File: src/hdl/frtc_pkg.sv
package frtc_pkg;
  // Opcode low five bits
  localparam logic [4:0] OPC_READ_ID = 5'h0A;
  localparam logic [4:0] OPC_READ_TRACK = 5'h02;
  localparam logic [4:0] OPC_READ_DELETED = 5'h0C;
  localparam logic [3:0] LEN_READ_ID = 4'h2;
  localparam logic [3:0] LEN_READ_LONG = 4'h9;
  // Opcode and drive/head byte fields
  localparam int MULTI_SIDE_BIT = 7;
  localparam int ENCODING_SELECT_BIT = 6;
  localparam int SKIP_CONTROL_BIT = 5;
  localparam int IMPLIED_SEEK_BIT = 7;
  localparam int HEAD_SELECT_BIT = 2;
  localparam int DRIVE_SELECT_HIGH = 1;
  localparam int DRIVE_SELECT_LOW = 0;
  // Command byte indices
  localparam logic [3:0] CB_DRIVE = 4'h1;
  localparam logic [3:0] CB_TRACK = 4'h2;
  localparam logic [3:0] CB_HEAD = 4'h3;
  localparam logic [3:0] CB_SECTOR = 4'h4;
  localparam logic [3:0] CB_SIZE = 4'h5;
  localparam logic [3:0] CB_EOT = 4'h6;
  // Status fields
  localparam logic [1:0] TERM_NORMAL = 2'h0;
  localparam logic [1:0] TERM_ABNORMAL = 2'h1;
  localparam int ST1_MISSING_AM = 0;
  localparam int ST1_MISSING_DATA = 2;
  localparam int ST1_CRC = 5;
  localparam int ST1_END_OF_TRACK = 7;
  localparam int ST2_DATA_CRC = 5;
  localparam int ST2_CONTROL_MARK = 6;
  localparam logic [2:0] RESULT_LAST = 3'h6;
  localparam logic [7:0] STATUS_RESET = 8'h00;
  localparam logic [7:0] FIRST_TRACK_SECTOR = 8'h01;

  typedef enum logic [2:0] {
    FRTC_IDLE, FRTC_CMD, FRTC_DELAY, FRTC_INDEX, FRTC_SEARCH, FRTC_MARK, FRTC_DATA,
    FRTC_RESULT
  } frtc_state_t;
endpackage : frtc_pkg

File: src/hdl/frtc_sync_edge.sv
`timescale 1ns/1ps
module frtc_sync_edge (
  input wire logic mclk_i,
  input wire logic reset_i,
  input wire logic async_i,
  output logic rise_o
);
  logic meta_reg;
  logic sync_reg;
  logic last_reg;

  always_ff @(posedge mclk_i or posedge reset_i) begin
    if (reset_i) begin
      meta_reg <= 1'b0;
      sync_reg <= 1'b0;
      last_reg <= 1'b0;
    end else begin
      meta_reg <= async_i;
      sync_reg <= meta_reg;
      last_reg <= sync_reg;
    end
  end

  assign rise_o = sync_reg & ~last_reg;
endmodule : frtc_sync_edge

File: src/hdl/frtc_cmd.sv
`timescale 1ns/1ps
// What this block does
// - Deleted read: normal sector sets control mark; stop, or skip when skip set.
// - Read-id opcode has encoding bit 6; second byte holds head and drive.
// - After last read-id byte, wait the programmed delay before anything else.
// - Read-id moves no data; interrupt raised when execution ends.
// - Read-id never requests an implied seek.
// - Read-id enables separator and reports first header found.
// - Read-id abort or missing mark gives termination code 01 and result phase; header CRC error is not checked.
// - Host FIFO write during read-id search aborts it.
// - Two index pulses without address mark: error, missing-mark flag bit 0.
// - Result is seven bytes: three status, track, head, sector, size.
// - Read-track takes nine command bytes like normal read.
// - Read-track reads physical order, delivered in DMA or non-DMA mode.
// - Read-track waits for index pulse before searching headers.
// - Host write before that index pulse: result with code 01.
// - Read-track compares all header bytes but sector; sector counts from 1.
// - Header mismatch sets missing-data bit 2, sector still read.
// - Header CRC error sets second status bit 5, sector still read.
// - Data CRC error sets bit 5 of second and third status; continue.
// - Read-track stops after end-of-track sectors, never other head.
// - Transfer count end gives termination code 00.
// - Interrupt at end of execution; host reads all result bytes.
module frtc_cmd
  import frtc_pkg::*;
#(
  parameter int DELAY_W = 16
) (
  input wire logic mclk_i,
  input wire logic reset_i,
  input wire logic host_wr_i,
  input wire logic [7:0] host_byte_i,
  input wire logic host_res_rd_i,
  output logic [7:0] res_byte_o,
  output logic res_valid_o,
  output logic irq_o,
  output logic busy_o,
  input wire logic [DELAY_W-1:0] delay_cycles_i,
  input wire logic dma_mode_i,
  input wire logic transfer_count_end_i,
  output logic [7:0] out_data_o,
  output logic dma_req_o,
  output logic pio_req_o,
  input wire logic index_n_i,
  output logic sep_enable_o,
  output logic encoding_select_o,
  output logic head_select_o,
  output logic [1:0] drive_select_o,
  output logic seek_req_o,
  input wire logic sep_id_valid_i,
  input wire logic [7:0] sep_id_track_i,
  input wire logic [7:0] sep_id_head_i,
  input wire logic [7:0] sep_id_sector_i,
  input wire logic [7:0] sep_id_size_i,
  input wire logic sep_id_crc_err_i,
  input wire logic sep_mark_valid_i,
  input wire logic sep_deleted_i,
  input wire logic sep_data_valid_i,
  input wire logic [7:0] sep_data_i,
  input wire logic sep_data_end_i,
  input wire logic sep_data_crc_err_i
);
  frtc_state_t state_reg;
  logic [7:0] cmd_reg [0:8];
  logic [3:0] cmd_cnt_reg;
  logic [DELAY_W-1:0] delay_reg;
  logic idx_cnt_reg;
  logic [7:0] sec_reg;
  logic [7:0] nsec_reg;
  logic [7:0] st0_reg, st1_reg, st2_reg;
  logic [7:0] id_reg [0:3];
  logic read_on_reg;
  logic stop_after_reg;
  logic [2:0] res_idx_reg;
  logic irq_reg;
  logic out_valid_reg;
  logic [7:0] out_data_reg;
  logic index_pulse;
  logic is_rid, is_rtrk, is_rdel;
  logic [4:0] opc_new;
  logic [3:0] cmd_len;
  logic id_mismatch;
  logic last_sector;
  logic [7:0] drive_byte;

  frtc_sync_edge u_index (
    .mclk_i(mclk_i),
    .reset_i(reset_i),
    .async_i(~index_n_i),
    .rise_o(index_pulse)
  );

  assign opc_new = host_byte_i[4:0];
  assign is_rid = cmd_reg[0][4:0] == OPC_READ_ID;
  assign is_rtrk = cmd_reg[0][4:0] == OPC_READ_TRACK;
  assign is_rdel = cmd_reg[0][4:0] == OPC_READ_DELETED;
  assign cmd_len = is_rid ? LEN_READ_ID : LEN_READ_LONG;
  // Sector number left out of the read-track comparison
  assign id_mismatch = (sep_id_track_i != cmd_reg[CB_TRACK]) ||
    (sep_id_head_i != cmd_reg[CB_HEAD]) || (sep_id_size_i != cmd_reg[CB_SIZE]);
  assign last_sector = is_rtrk ? (nsec_reg + 8'h01 >= cmd_reg[CB_EOT]) :
    (sec_reg >= cmd_reg[CB_EOT]);
  // Read id ends on its drive byte; the long reads end on a later byte
  assign drive_byte = is_rid ? host_byte_i : cmd_reg[CB_DRIVE];

  // Command byte capture; unknown opcodes are stored in idle, but the state stays idle
  always_ff @(posedge mclk_i or posedge reset_i) begin
    if (reset_i) begin
      for (int i = 0; i < 9; i++) begin
        cmd_reg[i] <= 8'h00;
      end
      cmd_cnt_reg <= 4'h0;
    end else if (host_wr_i && state_reg == FRTC_IDLE) begin
      cmd_reg[0] <= host_byte_i;
      cmd_cnt_reg <= 4'h1;
    end else if (host_wr_i && state_reg == FRTC_CMD) begin
      cmd_reg[cmd_cnt_reg] <= host_byte_i;
      cmd_cnt_reg <= cmd_cnt_reg + 4'h1;
    end
  end

  // Command execution and status
  always_ff @(posedge mclk_i or posedge reset_i) begin
    if (reset_i) begin
      state_reg <= FRTC_IDLE;
      delay_reg <= '0;
      idx_cnt_reg <= 1'b0;
      sec_reg <= 8'h00;
      nsec_reg <= 8'h00;
      st0_reg <= STATUS_RESET;
      st1_reg <= STATUS_RESET;
      st2_reg <= STATUS_RESET;
      for (int i = 0; i < 4; i++) begin
        id_reg[i] <= 8'h00;
      end
      read_on_reg <= 1'b0;
      stop_after_reg <= 1'b0;
      res_idx_reg <= 3'h0;
      irq_reg <= 1'b0;
      seek_req_o <= 1'b0;
    end else begin
      seek_req_o <= 1'b0;
      case (state_reg)
        FRTC_IDLE: begin
          if (host_wr_i && (opc_new == OPC_READ_ID || opc_new == OPC_READ_TRACK ||
              opc_new == OPC_READ_DELETED)) begin
            state_reg <= FRTC_CMD;
          end
        end
        FRTC_CMD: begin
          if (host_wr_i && cmd_cnt_reg + 4'h1 == cmd_len) begin
            state_reg <= FRTC_DELAY;
            delay_reg <= delay_cycles_i;
            st1_reg <= STATUS_RESET;
            st2_reg <= STATUS_RESET;
            st0_reg <= {5'h00, drive_byte[HEAD_SELECT_BIT],
              drive_byte[DRIVE_SELECT_HIGH:DRIVE_SELECT_LOW]};
            read_on_reg <= 1'b0;
            stop_after_reg <= 1'b0;
          end
        end
        FRTC_DELAY: begin
          if (delay_reg != '0) begin
            delay_reg <= delay_reg - 1'b1;
          end else begin
            idx_cnt_reg <= 1'b0;
            nsec_reg <= 8'h00;
            sec_reg <= is_rtrk ? FIRST_TRACK_SECTOR : cmd_reg[CB_SECTOR];
            // Only the long reads may ask for an implied seek
            seek_req_o <= !is_rid && cmd_reg[CB_DRIVE][IMPLIED_SEEK_BIT];
            state_reg <= is_rtrk ? FRTC_INDEX : FRTC_SEARCH;
          end
        end
        FRTC_INDEX: begin
          if (host_wr_i) begin
            st0_reg[7:6] <= TERM_ABNORMAL;
            state_reg <= FRTC_RESULT;
            irq_reg <= 1'b1;
          end else if (index_pulse) begin
            state_reg <= FRTC_SEARCH;
          end
        end
        FRTC_SEARCH: begin
          if (is_rid && host_wr_i) begin
            st0_reg[7:6] <= TERM_ABNORMAL;
            state_reg <= FRTC_RESULT;
            irq_reg <= 1'b1;
          end else if (sep_id_valid_i && (is_rid || is_rtrk || (!sep_id_crc_err_i &&
              !id_mismatch && sep_id_sector_i == sec_reg))) begin
            id_reg[0] <= sep_id_track_i;
            id_reg[1] <= sep_id_head_i;
            id_reg[2] <= is_rtrk ? sec_reg : sep_id_sector_i;
            id_reg[3] <= sep_id_size_i;
            if (is_rid) begin
              st0_reg[7:6] <= TERM_NORMAL;
              state_reg <= FRTC_RESULT;
              irq_reg <= 1'b1;
            end else begin
              if (is_rtrk && id_mismatch) begin
                st1_reg[ST1_MISSING_DATA] <= 1'b1;
              end
              if (is_rtrk && sep_id_crc_err_i) begin
                st1_reg[ST1_CRC] <= 1'b1;
              end
              state_reg <= FRTC_MARK;
            end
          end else if (index_pulse && !is_rtrk) begin
            if (idx_cnt_reg) begin
              st1_reg[ST1_MISSING_AM] <= 1'b1;
              st0_reg[7:6] <= TERM_ABNORMAL;
              state_reg <= FRTC_RESULT;
              irq_reg <= 1'b1;
            end else begin
              idx_cnt_reg <= 1'b1;
            end
          end
        end
        FRTC_MARK: begin
          if (sep_mark_valid_i) begin
            if (is_rdel && !sep_deleted_i) begin
              st2_reg[ST2_CONTROL_MARK] <= 1'b1;
            end
            if (is_rdel && !sep_deleted_i && cmd_reg[0][SKIP_CONTROL_BIT]) begin
              // Skipped sector: advance without moving data
              if (last_sector) begin
                st1_reg[ST1_END_OF_TRACK] <= 1'b1;
                st0_reg[7:6] <= TERM_ABNORMAL;
                state_reg <= FRTC_RESULT;
                irq_reg <= 1'b1;
              end else begin
                sec_reg <= sec_reg + 8'h01;
                idx_cnt_reg <= 1'b0;
                state_reg <= FRTC_SEARCH;
              end
            end else begin
              read_on_reg <= 1'b1;
              stop_after_reg <= is_rdel && !sep_deleted_i;
              state_reg <= FRTC_DATA;
            end
          end
        end
        FRTC_DATA: begin
          if (transfer_count_end_i) begin
            st0_reg[7:6] <= TERM_NORMAL;
            read_on_reg <= 1'b0;
            state_reg <= FRTC_RESULT;
            irq_reg <= 1'b1;
          end else if (sep_data_end_i) begin
            read_on_reg <= 1'b0;
            nsec_reg <= nsec_reg + 8'h01;
            if (sep_data_crc_err_i) begin
              st1_reg[ST1_CRC] <= 1'b1;
              st2_reg[ST2_DATA_CRC] <= 1'b1;
            end
            if (stop_after_reg) begin
              st0_reg[7:6] <= TERM_NORMAL;
              state_reg <= FRTC_RESULT;
              irq_reg <= 1'b1;
            end else if (is_rdel && sep_data_crc_err_i) begin
              // Deleted read keeps normal-read behaviour on data CRC
              st0_reg[7:6] <= TERM_ABNORMAL;
              state_reg <= FRTC_RESULT;
              irq_reg <= 1'b1;
            end else if (last_sector) begin
              st1_reg[ST1_END_OF_TRACK] <= 1'b1;
              st0_reg[7:6] <= TERM_ABNORMAL;
              state_reg <= FRTC_RESULT;
              irq_reg <= 1'b1;
            end else begin
              sec_reg <= sec_reg + 8'h01;
              idx_cnt_reg <= 1'b0;
              state_reg <= FRTC_SEARCH;
            end
          end
        end
        FRTC_RESULT: begin
          if (host_res_rd_i) begin
            irq_reg <= 1'b0;
            if (res_idx_reg == RESULT_LAST) begin
              res_idx_reg <= 3'h0;
              state_reg <= FRTC_IDLE;
            end else begin
              res_idx_reg <= res_idx_reg + 3'h1;
            end
          end
        end
        default: begin
          state_reg <= FRTC_IDLE;
        end
      endcase
    end
  end

  // Data path toward the host; a byte stands until the next arrives
  always_ff @(posedge mclk_i or posedge reset_i) begin
    if (reset_i) begin
      out_data_reg <= 8'h00;
      out_valid_reg <= 1'b0;
    end else begin
      out_valid_reg <= state_reg == FRTC_DATA && read_on_reg && sep_data_valid_i;
      if (state_reg == FRTC_DATA && read_on_reg && sep_data_valid_i) begin
        out_data_reg <= sep_data_i;
      end
    end
  end

  // Same seven-byte layout for all three commands
  always_comb begin
    case (res_idx_reg)
      3'h0: res_byte_o = st0_reg;
      3'h1: res_byte_o = st1_reg;
      3'h2: res_byte_o = st2_reg;
      3'h3: res_byte_o = id_reg[0];
      3'h4: res_byte_o = id_reg[1];
      3'h5: res_byte_o = id_reg[2];
      3'h6: res_byte_o = id_reg[3];
      default: res_byte_o = 8'h00;
    endcase
  end

  assign res_valid_o = state_reg == FRTC_RESULT;
  assign irq_o = irq_reg;
  assign busy_o = state_reg != FRTC_IDLE;
  assign out_data_o = out_data_reg;
  assign dma_req_o = out_valid_reg && dma_mode_i;
  assign pio_req_o = out_valid_reg && !dma_mode_i;
  assign sep_enable_o = state_reg == FRTC_SEARCH || state_reg == FRTC_MARK ||
    state_reg == FRTC_DATA;
  assign encoding_select_o = cmd_reg[0][ENCODING_SELECT_BIT];
  assign head_select_o = cmd_reg[CB_DRIVE][HEAD_SELECT_BIT];
  assign drive_select_o = cmd_reg[CB_DRIVE][DRIVE_SELECT_HIGH:DRIVE_SELECT_LOW];

  a_irq_on_result: assert property (@(posedge mclk_i) disable iff (reset_i)
    $rose(state_reg == FRTC_RESULT) |-> irq_o)
    else $error("result entered without interrupt");
  a_delay_holds: assert property (@(posedge mclk_i) disable iff (reset_i)
    (state_reg == FRTC_DELAY && delay_reg != '0) |=> state_reg == FRTC_DELAY)
    else $error("delay cut short");
  a_rid_abort: assert property (@(posedge mclk_i) disable iff (reset_i)
    (state_reg == FRTC_SEARCH && is_rid && host_wr_i) |=>
    (state_reg == FRTC_RESULT && st0_reg[7:6] == TERM_ABNORMAL))
    else $error("read id not aborted by host write");
  a_missing_am: assert property (@(posedge mclk_i) disable iff (reset_i)
    (state_reg == FRTC_SEARCH && is_rid && !host_wr_i && !sep_id_valid_i && idx_cnt_reg &&
    index_pulse) |=> (st1_reg[ST1_MISSING_AM] && state_reg == FRTC_RESULT))
    else $error("second index without missing mark");
  a_trk_index_abort: assert property (@(posedge mclk_i) disable iff (reset_i)
    (state_reg == FRTC_INDEX && host_wr_i) |=> st0_reg[7:6] == TERM_ABNORMAL)
    else $error("read track write before index not abnormal");
  a_tc_normal: assert property (@(posedge mclk_i) disable iff (reset_i)
    (state_reg == FRTC_DATA && transfer_count_end_i) |=>
    (state_reg == FRTC_RESULT && st0_reg[7:6] == TERM_NORMAL))
    else $error("terminal count not normal end");
  a_rid_no_seek: assert property (@(posedge mclk_i) disable iff (reset_i)
    (is_rid && state_reg != FRTC_IDLE && state_reg != FRTC_CMD) |-> !seek_req_o)
    else $error("read id requested a seek");
  a_rid_no_data: assert property (@(posedge mclk_i) disable iff (reset_i)
    (is_rid && busy_o) |-> !(dma_req_o || pio_req_o))
    else $error("read id moved data");
  a_trk_crc_go_on: assert property (@(posedge mclk_i) disable iff (reset_i)
    (state_reg == FRTC_DATA && is_rtrk && sep_data_end_i && sep_data_crc_err_i &&
    !transfer_count_end_i && !last_sector) |=> (state_reg == FRTC_SEARCH && st2_reg[ST2_DATA_CRC]))
    else $error("read track stopped on data crc");
  c_rid_done: cover property (@(posedge mclk_i) disable iff (reset_i)
    state_reg == FRTC_SEARCH && is_rid && sep_id_valid_i);
  c_trk_eot: cover property (@(posedge mclk_i) disable iff (reset_i)
    state_reg == FRTC_DATA && is_rtrk && sep_data_end_i && last_sector);
  c_del_skip: cover property (@(posedge mclk_i) disable iff (reset_i)
    state_reg == FRTC_MARK && is_rdel && sep_mark_valid_i && !sep_deleted_i &&
    cmd_reg[0][SKIP_CONTROL_BIT]);
endmodule : frtc_cmd

File: config.mk
export PLATFORM = sky130hd
export DESIGN_NAME = frtc_cmd
export DESIGN_NICKNAME = d
export VERILOG_FILES = /design/src/hdl/frtc_pkg.sv /design/src/hdl/frtc_sync_edge.sv /design/src/hdl/frtc_cmd.sv
export SDC_FILE = /design/constraint.sdc
export NUM_CORES = 1
export LEC_CHECK = 0
export ABC_AREA = 1
export BUFFER_PORTS_ARGS = -buffer_cell sky130_fd_sc_hd__buf_2
export CAP_MARGIN = 20
export CORE_MARGIN = 8
export CORE_UTILIZATION = 35
export CTS_CLUSTER_DIAMETER = 50
export DETAILED_ROUTE_END_ITERATION = 12
export GPL_TIMING_DRIVEN = 0
export PLACE_DENSITY_LB_ADDON = 0.3
export SETUP_SLACK_MARGIN = 0.1
export SLEW_MARGIN = 20
export SYNTH_ARGS = -nofsm -noshare
export SYNTH_HDL_FRONTEND = slang
export SYNTH_SLANG_ARGS = --single-unit
File: constraint.sdc
create_clock -name mclk_i -period 6.44 [get_ports mclk_i]
set_input_delay 0 -clock mclk_i [delete_from_list [all_inputs] [get_ports mclk_i]]
set_output_delay 0 -clock mclk_i [all_outputs]
set_load 0.02 [all_outputs]
==> Word level (Yosys, flattened, before mapping) <==
Cells that the tools add are included.
{ "totals": {"regBits": 174, "out_inout_bits": 27, "wordCells": 308} }
{ "op_classes": {"addsub": 5, "magnitude_cmp": 4, "eq_ne": 53, "mux": 134, "bitwise": 6, "n_reduce_logical": 69} }
{ "ops": {"columns": ["operator", "count"], "rows": [
  ["$mux 8", 17],
  ["$bwmux 72", 1],
  ["$mux 72", 1],
  ["$mux 1", 57],
  ["$mux 3", 19],
  ["$pmux 8 s7", 1],
  ["$ne 2x2->1 const B", 21],
  ["$demux 8 s4", 1],
  ["$mux 16", 2],
  ["$mux 2", 16],
  ["$pmux 16 s2", 1],
  ["$reduce_and 9->1", 3],
  ["$ne 8x8->1", 3],
  ["$pmux 3 s8", 1],
  ["$pmux 8 s3", 1],
  ["$eq 3x3->1 const B", 7],
  ["$eq 5x4->1 const B", 4],
  ["$logic_and 1x1->1", 20],
  ["$add 8x1->8 const B", 2],
  ["$ge 8x8->1", 2],
  ["$pmux 8 s2", 1],
  ["$reduce_and 8->1", 2],
  ["$reduce_bool 16->1", 1],
  ["$sub 16x1->16 const B", 1],
  ["other kinds (36)", 86]
]} }

==> Longest topological paths before layout <==
{ "depth": {"ltp_word": 11, "depth_mapped": 20} }

==> Hierarchy <==
Synthesis repeated with hierarchy kept, for this count alone.
{ "hier_totals": {"hier_cells": 1099, "hier_area_um2": 8916.1} }
{ "modules_own_cells": {"columns": ["mod", "instances", "cells_per_inst", "area_each_um2", "seq_area_each_um2"], "rows": [
  ["frtc_cmd", 1, 1093, 8827.2, 3753.6],
  ["frtc_sync_edge", 1, 6, 88.8, 75.1]
]} }

==> Least setup slack after synthesis <==
OpenSTA, ideal clock, no wires.
{ "synth_path": {"kind": "register -> register", "from": "reg nsec_reg[0]", "to": "reg sec_reg[1]", "setup_ns": 0.124, "arrival_ns": 2.399, "required_ns": 6.316, "setup_slack_ns": 3.916, "path_stages_with_launch": 20, "n_path_buf": 1, "cell_sequence": "dfrtp_1 -> inv_1 -> nor3_1 -> nand3_1 -> nor2_1 -> nand2_1 -> xor2_1 -> inv_1 -> ha_1 -> nand4_1 -> o21ai_0 -> nor2_1 -> nand2_1 -> nand2_1 -> inv_1 -> nand2_1 -> nand3b_4 -> buf_6 -> nand2_1 -> o21ai_1"} }
{ "synth_between": {"elab_chain_cells": 9, "elab_cells_between_ends": 11, "cone_classes": "add/sub (1); order compare (1); mux (9)"} }
{ "synth_rtl": {"columns": ["item", "line", "text"], "rows": [
  ["start: declaration", "frtc_cmd.sv:69", "logic [7:0] nsec_reg;"],
  ["start signal: assignment", "frtc_cmd.sv:250", "nsec_reg <= nsec_reg + 8'h01;"],
  ["$add 8x1->8 *", "frtc_cmd.sv:101", "assign last_sector = is_rtrk ? (nsec_reg + 8'h01 >= cmd_reg[CB_EOT]) :"],
  ["$ge 8x8->1 *", "frtc_cmd.sv:101", null],
  ["$mux 1 *", "frtc_cmd.sv:101", null],
  ["$mux 8 *", null, null],
  ["$mux 8 (4 in series)", null, null],
  ["$pmux 8 s3 *", null, null],
  ["end signal: assignment", "frtc_cmd.sv:168", "sec_reg <= is_rtrk ? FIRST_TRACK_SECTOR : cmd_reg[CB_SECTOR];"],
  ["end signal: assignment", "frtc_cmd.sv:231", "sec_reg <= sec_reg + 8'h01;"],
  ["end signal: assignment", "frtc_cmd.sv:270", "sec_reg <= sec_reg + 8'h01;"],
  ["end: declaration", "frtc_cmd.sv:68", "logic [7:0] sec_reg;"]
]} }
Every way passes the cells marked *; elsewhere a longest branch is shown, timed or not. The select of a mux whose other input is x is not followed.
A chain may end at the register's enable or synchronous reset.

==> Worst setup path in the final report <==
{ "layout_path": {"from": "reg nsec_reg[0]", "to": "reg sec_reg[0]"} }
Same word-level chain as after synthesis.

==> metrics.yaml <==
cells_and_area:
  fillCellCount: 2395
  area_growth_pct: 25.7
  largest_register_ffs: 47
  drive_above_1_share: 0.153
  mostFrequentLayoutCells: "nand2_1 (317), dfrtp_1 (153), inv_1 (145), o21ai_0 (116), buf_2 (108)"
  most_frequent_standard_cell_in_the_layout_excluding_fill_and_tap_cells: "nand2_1"
  final_cells: 1656
  num-nets-final: 1420
synth:
  yosys_most_used_dff: "dfrtp_1"
  asyncSetResetFlopFracSynth: 1.00
  synth.cell_area_sq_um: 8680
  synthDistinctLibCells: 49
  synthCells: 1130
  yosys_warnings: 0
  synth_enable_flop_cells: 0
  synth.ff_latch_count: 153
  synth_nets: 1232
  postSynthAreaPerCell_sq_um: 7.68
  ys_seq_area_frac: 0.441
grt:
  grt_first_pass_wirelength_um: 41900
  gr-total-overflow: 0
  first_global_vias: 7762
  grt_antenna_before_repair: 1
  maximum_number_of_pins_on_one_net_before_global_route_repair: 100
  global_route.usage.total: 0.173
worst_setup_path:
  critical_path_end_type: "flop"
  criticalPathCategory: "flop to flop"
  crit_family: "simple AND/OR/NAND/NOR gates"
  cp.buffers_inverters: 4
  largest_stage_delay_on_the_critical_path_ns: 0.37
  crit_path_max_fanout: 10
  crit_path_cell_trace: "inv_1, nor3_1, nand3_1, nor2_1, nand2_1, xor2_1, inv_1, ha_1, nand4_1, o21ai_0, nor2_1, nand2_1, nand2_1, inv_1, nand2_1, nand3b_4, buf_6, nand2_1, o21ai_1"
  critical_path_arrival_ns: 3.39
  startpoint_kind_of_the_worst_setup_timing_path: "flop"
  critical-path-slowest-cell: "dfrtp_1"
  crit_required_ns: 6.75
  worst_path_most_repeated_cell: "nand2_1"
routing:
  via_cell_ratio: 4.94
  antenna_left: 0
  firstDrtPassIters: 6
  drcViolationCount: 0
  drtIter0Drc: 610
  postRouteWirelength_um: 26000
  average_detailed_routed_wire_length_per_instance_um: 15.7
  total_vias_in_the_final_route: 8178
power_and_ir_drop:
  max-vdd-ir-drop_mv: 0.207
  power.share.sequential: 0.338
  power.clock.fraction: 0.225
  p_int_w: 0.00271
  pwr-share-comb: 0.436
  p_per_area_nw_per_um2: 436
  static-leakage-power_nw: 5.42
  total_switching_power_w: 0.00205
  p_sw_frac: 0.430
sta:
  fin_crit_sh: 0.478
  fin_setup_tns_ns: 0
  timing.slew.headroom: 0.586
  fin_hold_ws_ns: -0.000293
  final.setup_skew_ns: 0.0138
  final-max-slew-violation-count: 0
  unrepaired_setup_endpoints_after_global_routing: "no"
  setup_viol: 0
  hold_violations: 1
  tightest_slew_ns: 0.614
  post-route-min-period_ns: 3.08
  fmax_mhz: 325
clock_tree:
  clock_tree_from_tritoncts: "yes"
  clock_root_buffer: "clkbuf_16"
  clk_path_buf_depth: 2
  cts_sinks: 153
  postCtsResizedCells: 0
  postCtsSetupBuffers: 0
  tritoncts.num_buffers: 17
  clock_insertion_delay_worst_skew_ns: 0.43
  cts.reportedPaths.clkPinSlew_ns: 0.07
  clock_tree.htree_level_count: 4
placed_design:
  placed_cells_incl_taps: 1559
  gpl.final_weighted_congestion: 0.918
  io_buffer_count: 104
  place.detailed.hpwl_um: 19700
floorplan:
  core_area_sq_um: 24300
  die_width_um: 173
  placement_rows: 57
  effective_utilization_at_floorplan: 0.357
  die_height_um: 173
  die_area_sq_um: 30100
  pin_count: 105
outcome:
  failing_checks: "hold timing"
  run_status: "complete, but fails checks"
flow_run:
  cap_viol_max_count: 0
hold_path:
  timing.hold.worst.class: "input port to flop"
## path summary, 6_finish.rpt
| kind | cells after the start | endpoint | slack, ns | start |
|---|---|---|---|---|
| setup / recovery | 19 | sec_reg[0] | 3.36 | nsec_reg[0] |
| hold / removal | 3 | cmd_reg[46] | -0.0003 | host_byte_i[6] |
| max in group asynchronous | 4 | out_data_o[1] | 5.47 | reset_i |
| setup reg to reg | 19 | sec_reg[0] | 3.36 | nsec_reg[0] |
| hold reg to reg | 0 | u_index.sync_reg | 0.36 | u_index.meta_reg |
| min in group asynchronous | 3 | cmd_reg[31] | 0.13 | reset_i |
## logic make-up (layout without fill, tap and decap cells)
kind of cell / Yosys count / in the layout / synth area share
buffers and inverters: 185 / 386 / 0.0874
AOI/OAI and AO/OA: 210 / 210 / 0.141
DFF: 153 / 153 / 0.441
muxes: 8 / 8 / 0.0104
and+or+nand+nor: 519 / 519 / 0.254
adders and majority gates: 24 / 24 / 0.0346
other: 0 / 1 / 0
xor gates and xnor gates: 31 / 31 / 0.0313
## area by class of cell
cell class                      count  area (sq um)  share of cell area
Multi-Input combinational cell    792          4090               0.375
Buffer                             27           163              0.0149
Sequential cell                   153          3830               0.351
Timing Repair Buffer              169          1190               0.109
Tap cell                          324           405              0.0372
Clock inverter                     15           203              0.0186
Clock buffer                       17           425              0.0390
Inverter                          158           603              0.0553
Antenna cell                        1          2.50            0.000229
## Yosys cell counts (4+ instances only)
library cell	count	area (sq um)
nand4_1	16	100
clkbuf_1	11	41.3
ha_1	24	300
dfrtp_1	153	3830
nor2_1	93	349
a31oi_1	13	81.3
nor3_1	11	55.1
o211ai_1	9	67.6
o22ai_1	10	62.6
o21ai_0	116	581
xnor2_1	20	175
o2111ai_1	4	35.0
o31ai_1	4	30.0
nor2_2	4	25.0
inv_1	146	548
a221oi_1	7	61.3
o21ai_2	4	35.0
a21oi_1	16	80.1
nand3_1	55	275
or2_2	6	37.5
nor2_4	4	45.0
inv_2	11	41.3
nand2_2	4	25.0
xor2_1	11	96.3
mux2_2	8	90.1
nand2_1	317	1190
o21ai_1	13	65.1
buf_2	4	20.0
buf_4	9	67.6
## power by group through the flow
stage	Sequential, W	Clock [W]	Combinational [W]
after floorplan	0.00156	0	0.00148
after global placement	0.00161	0	0.00200
after detailed placement	0.00161	0	0.00203
after CTS	0.00160	0.00110	0.00208
after global routing	0.00165	0.00113	0.00237
final	0.00161	0.00107	0.00208
## worst min-delay path, cell delays in order
cell and delay, ns:
buf_2 0.07, inv_1 0.13, o21ai_0 0.19
## what timing repair did
action,in CTS,in global routing
setup endpoints to repair,0,0
hold buffers,64,0
hold endpoints to repair,126,0
## metrics by stage
step	area (sq um)	setup slack [ns]	util	power, W
2_1_floorplan	8680	2.32	-	0.00304
3_3_place_gp	9600	0.350	0.395	0.00360
3_5_place_dp	9640	3.43	0.396	0.00365
4_1_cts	10900	3.40	0.448	0.00478
5_1_grt	10900	3.05	0.449	0.00515
6_report	10900	3.36	0.449	0.00476
## per-layer routing
layer | vias to the layer above | global-route usage | share of wire
li1 | 4062 | - | -
met1 | 3863 | 0.228 | 0.45
met2 | 207 | 0.275 | 0.47
met3 | 46 | 0.0377 | 0.051
met4 | 0 | 0.0647 | 0.026
met5 | - | 0 | 0
No activity file was read; power rests on OpenSTA's default activity.
